`src/pss_pkg.sv`:
```
// Package with the constants and state types of the summary status register block.
// Summary of operation
// RULE_01 - Top bit ignores writes and always reads zero.
// RULE_02 - Crossover bit follows auto enable and force; tracks pair swaps when auto only.
// RULE_03 - Crossover bit reads one for swapped pairs, zero for normal pairs.
// RULE_04 - Receive-error latch sets on a receive error since the last counter read.
// RULE_05 - Receive-error latch clears only on a read of the receive error counter.
// RULE_06 - Polarity bit mirrors the ten-megabit polarity flag; one means inverted.
// RULE_07 - Polarity bit clears on ten-megabit register read, not on summary read.
// RULE_08 - False-carrier latch sets on an event, clears on counter register read.
// RULE_09 - With qualify enabled, signal detect is raw detect AND descrambler lock.
// RULE_10 - With qualify disabled, signal detect equals raw detect; the bit latches low.
// RULE_11 - Descrambler lock is reported in its own latched-low bit.
// RULE_12 - Page-received bit mirrors the expansion flag; summary read leaves it.
// RULE_13 - Page-received sets on a new page, clears on expansion register read.
// RULE_14 - Interrupt-pending bit reads one while an internal interrupt is pending.
// RULE_15 - Interrupt status register read clears the pending interrupt bit.
// RULE_16 - Remote fault bit sets when the partner signals a remote fault.
// RULE_17 - Remote fault clears on basic status read or reset, not summary read.
// RULE_18 - Link bit mirrors the basic link flag and is not cleared by summary read.
// RULE_19 - Speed bit reads one for 10 Mb/s and zero for 100 Mb/s.
// RULE_20 - Duplex bit reads one for full duplex and zero for half duplex.
// RULE_21 - Auto-negotiation complete bit reads one once negotiation has finished.
// RULE_22 - One read returns a coherent snapshot and clears no source flag.
package pss_pkg;

  // Management register addresses that this block decodes.
  localparam logic [4:0] ADDR_BASIC_STATUS = 5'h01;
  localparam logic [4:0] ADDR_AN_EXPANSION = 5'h06;
  localparam logic [4:0] ADDR_SUMMARY = 5'h10;
  localparam logic [4:0] ADDR_INT_STATUS = 5'h12;
  localparam logic [4:0] ADDR_FALSE_CARRIER = 5'h14;
  localparam logic [4:0] ADDR_RX_ERROR = 5'h15;
  localparam logic [4:0] ADDR_TENBASE = 5'h1A;

  // Bit positions inside the summary word.
  localparam int BIT_LINK = 0;
  localparam int BIT_SPEED10 = 1;
  localparam int BIT_DUPLEX = 2;
  localparam int BIT_LOOPBACK = 3;
  localparam int BIT_AN_DONE = 4;
  localparam int BIT_JABBER = 5;
  localparam int BIT_REMOTE_FAULT = 6;
  localparam int BIT_INT_PENDING = 7;
  localparam int BIT_PAGE_RX = 8;
  localparam int BIT_LOCK = 9;
  localparam int BIT_SIG_DETECT = 10;
  localparam int BIT_FALSE_CARRIER = 11;
  localparam int BIT_POLARITY = 12;
  localparam int BIT_RX_ERROR = 13;
  localparam int BIT_XOVER = 14;
  localparam int BIT_RESERVED = 15;

  // Index of each sticky flag in the flag bank.
  localparam int FLAG_RX_ERROR = 0;
  localparam int FLAG_FALSE_CARRIER = 1;
  localparam int FLAG_POLARITY = 2;
  localparam int FLAG_PAGE_RX = 3;
  localparam int FLAG_INT_PENDING = 4;
  localparam int FLAG_REMOTE_FAULT = 5;
  localparam int FLAG_SIG_DETECT = 6;
  localparam int FLAG_LOCK = 7;
  localparam int NUM_FLAGS = 8;
  // Level each flag latches to: ones latch high, zeros latch low.
  localparam logic [7:0] FLAG_LATCH_LEVEL = 8'h3F;

  // Index of each pin input in the synchroniser bank.
  localparam int PIN_PAIR_SWAP = 0;
  localparam int PIN_SIG_DETECT = 1;
  localparam int PIN_LOCK = 2;
  localparam int PIN_POLARITY = 3;
  localparam int NUM_PINS = 4;

  // Reset values.
  localparam logic [15:0] RST_SUMMARY = 16'h0000;

  typedef struct packed {
    logic f1;
    logic f2;
    logic f3;
    logic q;
  } pss_sync_s;

  typedef struct packed {
    logic q;
  } pss_flag_s;

  typedef struct packed {
    logic [15:0] rd_data;
    logic rd_valid;
    logic xover;
  } pss_main_s;

endpackage : pss_pkg

```
`src/pss_flag.sv`:
```
// Sticky status flag that latches to a chosen level and is released by a clear request.
`timescale 1ns/1ps
module pss_flag #(
  parameter logic LATCH_LEVEL = 1'b1
) (
  input wire logic clk_sys,
  input wire logic rst_n,
  input wire logic latch_event,
  input wire logic clear_req,
  output logic flag
);
  import pss_pkg::*;

  pss_flag_s st;
  pss_flag_s next_st;

  // A latching event in the same cycle as a clear wins, so no event is lost.
  always_comb begin
    next_st = st;
    if (latch_event) begin
      next_st.q = LATCH_LEVEL;
    end else if (clear_req) begin
      next_st.q = ~LATCH_LEVEL;
    end
  end

  // State register; every flag reads zero after reset.
  always_ff @(posedge clk_sys) begin
    if (!rst_n) begin
      st <= '0;
    end else begin
      st <= next_st;
    end
  end

  assign flag = st.q;

endmodule : pss_flag

```
`src/pss_summary_status.sv`:
```
// Summary status register that gathers link state and sticky flags into one word.
`timescale 1ns/1ps
module pss_summary_status (
  input wire logic clk_sys,
  input wire logic rst_n,
  // Management read port.
  input wire logic mgmt_rd_strobe,
  input wire logic [4:0] mgmt_rd_addr,
  // Crossover control and status.
  input wire logic crossover_auto_enable,
  input wire logic crossover_force,
  input wire logic pair_swap_async,
  // Receive path status from the medium side.
  input wire logic signal_detect_raw,
  input wire logic descrambler_lock_async,
  input wire logic polarity_inverted_async,
  input wire logic qualify_enable,
  // Event pulses from logic on this clock.
  input wire logic rx_error_event,
  input wire logic false_carrier_event,
  input wire logic page_received_event,
  input wire logic interrupt_event,
  input wire logic remote_fault_event,
  // Level status from logic on this clock.
  input wire logic link_up,
  input wire logic speed_10,
  input wire logic full_duplex,
  input wire logic autoneg_done,
  input wire logic loopback_on,
  input wire logic jabber_seen,
  // Read answer.
  output logic [15:0] rd_data,
  output logic rd_valid
);
  import pss_pkg::*;

  pss_main_s st;
  pss_main_s next_st;

  // Raw pin inputs gathered for the synchroniser bank.
  logic [NUM_PINS-1:0] pin_raw;
  logic [NUM_PINS-1:0] pin_sync;

  // Per-flag latch events, clear requests and current values.
  logic [NUM_FLAGS-1:0] flag_event;
  logic [NUM_FLAGS-1:0] flag_clear;
  logic [NUM_FLAGS-1:0] flag_q;

  // Read decode terms.
  logic rd_summary;
  logic rd_basic_status;
  logic rd_an_expansion;
  logic rd_int_status;
  logic rd_false_carrier;
  logic rd_rx_error;
  logic rd_tenbase;

  // Derived status.
  logic sd_qualified;
  logic xover_value;
  logic [15:0] summary_word;

  // Pins from the medium side arrive from another clock domain.
  assign pin_raw[PIN_PAIR_SWAP] = pair_swap_async;
  assign pin_raw[PIN_SIG_DETECT] = signal_detect_raw;
  assign pin_raw[PIN_LOCK] = descrambler_lock_async;
  assign pin_raw[PIN_POLARITY] = polarity_inverted_async;

  // One synchroniser per pin input.
  genvar gp;
  generate
    for (gp = 0; gp < NUM_PINS; gp = gp + 1) begin : g_pin
      pss_sync3 u_sync (
        .clk_sys(clk_sys),
        .rst_n(rst_n),
        .async_in(pin_raw[gp]),
        .sync_out(pin_sync[gp])
      );
    end
  endgenerate

  // Decode of every management read that has a side effect here.
  always_comb begin
    rd_summary = mgmt_rd_strobe && (mgmt_rd_addr == ADDR_SUMMARY);
    rd_basic_status = mgmt_rd_strobe && (mgmt_rd_addr == ADDR_BASIC_STATUS);
    rd_an_expansion = mgmt_rd_strobe && (mgmt_rd_addr == ADDR_AN_EXPANSION);
    rd_int_status = mgmt_rd_strobe && (mgmt_rd_addr == ADDR_INT_STATUS);
    rd_false_carrier = mgmt_rd_strobe && (mgmt_rd_addr == ADDR_FALSE_CARRIER);
    rd_rx_error = mgmt_rd_strobe && (mgmt_rd_addr == ADDR_RX_ERROR);
    rd_tenbase = mgmt_rd_strobe && (mgmt_rd_addr == ADDR_TENBASE);
  end

  // Qualified signal detect, optionally gated by descrambler lock.
  always_comb begin
    if (qualify_enable) begin
      sd_qualified = pin_sync[PIN_SIG_DETECT] & pin_sync[PIN_LOCK]; // see RULE_09
    end else begin
      sd_qualified = pin_sync[PIN_SIG_DETECT]; // see RULE_10
    end
  end

  // Latch events of the sticky flags.
  always_comb begin
    flag_event = '0;
    // Receive errors are remembered until the error counter is read.
    flag_event[FLAG_RX_ERROR] = rx_error_event; // see RULE_04
    // False carrier events are remembered until the carrier counter is read.
    flag_event[FLAG_FALSE_CARRIER] = false_carrier_event; // see RULE_08
    // Inverted polarity is held like the ten-megabit copy of the flag.
    flag_event[FLAG_POLARITY] = pin_sync[PIN_POLARITY]; // see RULE_06
    // A new link code word sets the page flag.
    flag_event[FLAG_PAGE_RX] = page_received_event; // see RULE_12, RULE_13
    // An internal interrupt leaves the pending flag set.
    flag_event[FLAG_INT_PENDING] = interrupt_event; // see RULE_14
    // A remote fault signalled by the partner is held.
    flag_event[FLAG_REMOTE_FAULT] = remote_fault_event; // see RULE_16
    // Loss of qualified detect pulls its bit low and holds it there.
    flag_event[FLAG_SIG_DETECT] = ~sd_qualified; // see RULE_10
    // Loss of descrambler lock pulls its bit low and holds it there.
    flag_event[FLAG_LOCK] = ~pin_sync[PIN_LOCK]; // see RULE_11
  end

  // Clear requests come only from reads of the owning registers, never the summary.
  always_comb begin
    flag_clear = '0;
    flag_clear[FLAG_RX_ERROR] = rd_rx_error; // see RULE_05
    flag_clear[FLAG_FALSE_CARRIER] = rd_false_carrier; // see RULE_08
    flag_clear[FLAG_POLARITY] = rd_tenbase; // see RULE_07
    flag_clear[FLAG_PAGE_RX] = rd_an_expansion; // see RULE_13
    flag_clear[FLAG_INT_PENDING] = rd_int_status; // see RULE_15
    flag_clear[FLAG_REMOTE_FAULT] = rd_basic_status; // see RULE_17
    // Latched-low bits are released by a basic status read while the source is good.
    flag_clear[FLAG_SIG_DETECT] = rd_basic_status;
    flag_clear[FLAG_LOCK] = rd_basic_status;
  end

  // One sticky flag per latched status bit.
  genvar gf;
  generate
    for (gf = 0; gf < NUM_FLAGS; gf = gf + 1) begin : g_flag
      pss_flag #(
        .LATCH_LEVEL(FLAG_LATCH_LEVEL[gf])
      ) u_flag (
        .clk_sys(clk_sys),
        .rst_n(rst_n),
        .latch_event(flag_event[gf]),
        .clear_req(flag_clear[gf]),
        .flag(flag_q[gf])
      );
    end
  endgenerate

  // Crossover state from the enable and force settings and the swap detector.
  always_comb begin
    if (crossover_force) begin
      xover_value = 1'b1; // see RULE_02
    end else if (crossover_auto_enable) begin
      xover_value = pin_sync[PIN_PAIR_SWAP]; // see RULE_02, RULE_03
    end else begin
      xover_value = 1'b0; // see RULE_03
    end
  end

  // Assembly of the summary word from the current state of every source.
  always_comb begin
    summary_word = RST_SUMMARY;
    // The top bit has no storage and no write path.
    summary_word[BIT_RESERVED] = 1'b0; // see RULE_01
    summary_word[BIT_XOVER] = st.xover; // see RULE_03
    summary_word[BIT_RX_ERROR] = flag_q[FLAG_RX_ERROR]; // see RULE_04
    summary_word[BIT_POLARITY] = flag_q[FLAG_POLARITY]; // see RULE_06
    summary_word[BIT_FALSE_CARRIER] = flag_q[FLAG_FALSE_CARRIER]; // see RULE_08
    summary_word[BIT_SIG_DETECT] = flag_q[FLAG_SIG_DETECT]; // see RULE_10
    summary_word[BIT_LOCK] = flag_q[FLAG_LOCK]; // see RULE_11
    summary_word[BIT_PAGE_RX] = flag_q[FLAG_PAGE_RX]; // see RULE_12
    summary_word[BIT_INT_PENDING] = flag_q[FLAG_INT_PENDING]; // see RULE_14
    summary_word[BIT_REMOTE_FAULT] = flag_q[FLAG_REMOTE_FAULT]; // see RULE_16
    // Plain mirrors of level status.
    summary_word[BIT_JABBER] = jabber_seen;
    summary_word[BIT_AN_DONE] = autoneg_done; // see RULE_21
    summary_word[BIT_LOOPBACK] = loopback_on;
    summary_word[BIT_DUPLEX] = full_duplex; // see RULE_20
    summary_word[BIT_SPEED10] = speed_10; // see RULE_19
    summary_word[BIT_LINK] = link_up; // see RULE_18
  end

  // Next state: crossover tracking and the read snapshot.
  always_comb begin
    next_st = st;
    // The crossover bit follows its sources every cycle.
    next_st.xover = xover_value; // see RULE_02
    // The answer strobe lasts one cycle.
    next_st.rd_valid = 1'b0;
    if (rd_summary) begin
      // All sixteen bits are captured on the same edge; nothing is cleared.
      next_st.rd_data = summary_word; // see RULE_22
      next_st.rd_valid = 1'b1;
    end
  end

  // State register with synchronous reset.
  always_ff @(posedge clk_sys) begin
    if (!rst_n) begin
      st.rd_data <= RST_SUMMARY;
      st.rd_valid <= 1'b0;
      st.xover <= 1'b0;
    end else begin
      st <= next_st;
    end
  end

  // Outputs come straight from the state register.
  assign rd_data = st.rd_data;
  assign rd_valid = st.rd_valid;

endmodule : pss_summary_status

```
`src/pss_sync3.sv`:
```
// Three-stage synchroniser with an agreement filter for one pin input.
`timescale 1ns/1ps
module pss_sync3 (
  input wire logic clk_sys,
  input wire logic rst_n,
  input wire logic async_in,
  output logic sync_out
);
  import pss_pkg::*;

  pss_sync_s st;
  pss_sync_s next_st;

  // The first stage feeds only the second; the output moves once stages two and three agree.
  always_comb begin
    next_st = st;
    next_st.f1 = async_in;
    next_st.f2 = st.f1;
    next_st.f3 = st.f2;
    if (st.f2 == st.f3) begin
      next_st.q = st.f3;
    end
  end

  // State register with synchronous reset.
  always_ff @(posedge clk_sys) begin
    if (!rst_n) begin
      st <= '0;
    end else begin
      st <= next_st;
    end
  end

  assign sync_out = st.q;

endmodule : pss_sync3

```
`config.mk`:
```
export PLATFORM = sky130hd
export DESIGN_NAME = pss_summary_status
export DESIGN_NICKNAME = d
export VERILOG_FILES = /design/src/pss_pkg.sv /design/src/pss_flag.sv /design/src/pss_summary_status.sv /design/src/pss_sync3.sv
export SDC_FILE = /design/constraint.sdc
export NUM_CORES = 1
export LEC_CHECK = 0
export BUFFER_PORTS_ARGS = -buffer_cell sky130_fd_sc_hd__buf_2
export CORE_MARGIN = 8
export CORE_UTILIZATION = 25
export DETAILED_ROUTE_END_ITERATION = 16
export GPL_ROUTABILITY_DRIVEN = 0
export RECOVER_POWER = 50
export REMOVE_ABC_BUFFERS = 1
export SLEW_MARGIN = 15
export SYNTH_ARGS = -nofsm -noshare
export SYNTH_HDL_FRONTEND = slang
export SYNTH_SLANG_ARGS = --single-unit
```
`constraint.sdc`:
```
create_clock -name clk_sys -period 1.3 [get_ports clk_sys]
set_clock_uncertainty 0.2 [all_clocks]
set_input_delay 0.13 -clock clk_sys [delete_from_list [all_inputs] [get_ports clk_sys]]
set_output_delay 0.13 -clock clk_sys [all_outputs]
set_load 0.02 [all_outputs]
```
==> metrics.csv <==
metric,value,unit
status,completed,
PD cells,1206,nW/um^2
Min-Delay Endpoint,g_flag[0].u_flag.flag,
FF-to-FF path depth,2,
cts bufs inserted,5,
worst-skew pair later-pin latency,0.29,ns
Pint,0.002022,W
maxcap violations,0,
Sw Ratio,20.56,%
Die ar.,9151,sq um
routed via count,1218,
Hold Crit Start,mgmt_rd_strobe,
flop2flop setup slack,0.38,ns
Comb pwr share,7.5,%
total gr overflow,0,
P_sw,0.0005231,W
DR vias/cell,4.115,
WS Path Type,primary input to flop,
Yosys reg bits,41,
initial antenna violation count,0,
routed wire length,3251,um
yosys warns,0,
# diodes,0,
# DRC,0,
"Cell Area, Synth",1587,sq um
Die X,95.66,um
post-route design area,2111,sq um
crit path capture type,flop,
startpoint types,primary input,
CTS H-Tree Depth,2,
GRT Util Overall,7.760,%
vias in the first global route,1201,
post-synthesis sequential area ratio,51.74,%
Final min period,1.179,ns
Clock Power Share,41.5,%
Site Rows,29,
FMAX,0.8480,GHz
final hold vios,0,
Worst Hold Class,primary input to flop,
# clock sinks,41,
nets,244,
largest net degree at the start of global routing,57,
Root Buffer,clkbuf_8,
Final HPWL DP,2285,um
Die Ht,95.66,um
hold depth,4,
fin crit share,90.71,%
drt wl/cell,10.98,um
LEAKAGE,0.8925,nW
CTS max path bufs,2,
placed inst area,1812,sq um
"Setup violations, final",0,
Worst Path Arrival,1.16,ns
P&R area growth vs syn,33.04,%
Core ar.,6241,sq um
initial core utilization,25.42,%
share of layout cells above drive strength 1,25.11,%
"Reg clk slew, reported paths",0.08,ns
"Max FO, Critical Path",4,
launch point of the worst reg-to-reg path,g_pin[1].u_sync.sync_out,
peak supply drop,566.4,uV
Routed Antenna Nets,0,
Port Buffers,41,
Synth cell types,24,
I/O Pins,43,
first-pass GRT wire length,5478,um
RSZ-0062 raised after global routing,no,
First-pass DRT Iterations,4,
Reg-to-Reg End,g_pin[1].u_sync.sync_out,
total power,0.002545,W
Avg Synthesized Cell Area,9.557,sq um
DRT iter0 DRCs,35,
worst endpoint required time,1.28,ns
Slew Limit Fails,0,
Post-Synthesis Cells,166,
CTS tree,yes,
Seq pwr share,51.0,%
## sequential cells by signal, summed over array words and instances (netlist names)
name                   count
rd_data                   15
g_flag.u_flag.flag         8
g_pin.u_sync.next_st       8
g_pin.u_sync.st            4
g_pin.u_sync.sync_out      4
rd_valid                   1
st                         1
## worst max-delay path by stage
stage               slack [ns]       startpoint               endpoint  depth (start not counted)
floorplan                -0.31  mgmt_rd_addr[0]             rd_data[0]                          3
global placement         -0.09  mgmt_rd_addr[1]  g_flag[6].u_flag.flag                          4
detailed placement       -0.10  mgmt_rd_addr[1]  g_flag[6].u_flag.flag                          4
CTS                       0.12       rd_data[8]             rd_data[8]                          1
global route              0.04  mgmt_rd_addr[2]  g_flag[1].u_flag.flag                          5
finish                    0.12  mgmt_rd_addr[2]  g_flag[1].u_flag.flag                          5
## area by class of cell
type | count | area [sq um]
Timing Repair Buffer | 68 | 481.7
Multi-Input combinational cell | 102 | 595.6
Clock inverter | 1 | 30.03
Tap cell | 77 | 96.34
Clock buffer | 7 | 86.33
Sequential cell | 41 | 820.8
Fill cell | 663 | 4130
## critical path, cell delays in order
cell	delay (ns)
buf_2	0.10
dlygate4sd3_1	0.55
nand2_1	0.05
nor3_1	0.22
a21oi_1	0.10
## routing by layer
metal / share of wire, % / vias up / GRT usage (%)
li1: - / 628 / -
met1: 43 / 552 / 8.957
met2: 44 / 32 / 11.60
met3: 12 / 6 / 4.646
met4: 1.4 / 0 / 2.689
met5: 0 / - / 0
## metrics by stage
stage	hold WS (ns)	utilization, %	cells	setup slack (ns)	setup TNS [ns]
finish	0.004176	33.82	296	0.1207	0
global route	0.03088	33.82	296	0.03567	0
CTS	0.005415	34.10	296	0.1151	0
detailed placement	0.1342	29.03	268	-0.1009	-0.7625
global placement	0.1343	29.03	268	-0.08625	-0.4114
floorplan	0.03862	-	143	-0.3077	-4.886
## cells in the mapped netlist
cell type  number  area, sq um
nand2b_1        2        12.51
nor4_4          1        21.27
nand2b_4        1        13.76
buf_4          16        120.1
a21oi_1         5        25.02
a21boi_0        4        30.03
nor2b_1         1        6.260
nor3_1          1        5.000
o211a_1         1        10.01
and2_1         13        81.33
clkbuf_1        5        18.77
conb_1          1        3.750
o31a_1          1        8.760
buf_1           1        3.750
buf_6           1        11.26
mux2i_1        15        150.1
nand2_1        38        142.6
nor2_1          4        15.01
nor3b_1         2        15.01
dfxtp_1        41        820.8
o21a_1          1        7.510
or4_1           1        7.510
o2111a_1        1        11.26
o21ai_0         9        45.04
## power by group through the flow
stage	Clock, W	Combinational [W]	Sequential (W)
global placement	0	0.000149	0.00133
finish	0.00106	0.000190	0.00130
detailed placement	0	0.000153	0.00133
floorplan	0	0.0000537	0.00133
CTS	0.00110	0.000200	0.00130
global route	0.00117	0.000215	0.00130
## placed cells by master (no fill, tap or decap), types with 2 or more instances in the layout
cell	synthesis	layout
a21boi_0	4	4
a21oi_1	5	5
and2_0	0	5
and2_1	13	8
buf_12	0	2
buf_2	0	40
buf_4	16	4
clkbuf_1	5	2
clkbuf_8	0	6
dfxtp_1	41	41
dlygate4sd3_1	0	20
mux2i_1	15	15
nand2_1	38	38
nand2b_1	2	3
nor2_1	4	4
nor3b_1	2	2
o21ai_0	9	9
## logic make-up after synthesis
family | share of synthesized area (%)
other | 0.2364
buffers and inverters | 9.700
muxes | 9.463
and+or+nand+nor | 20.19
DFF | 51.74
AOI/OAI and AO/OA | 8.675
## what timing repair did
| action | 4_1_cts | 5_1_grt |
|---|---|---|
| buffers inserted | 0 | 0 |
| hold endpoints to repair | 17 | 0 |
| hold buffers | 20 | 0 |
| gates resized for setup | 0 | 0 |
No activity file was read; power rests on OpenSTA's default activity.
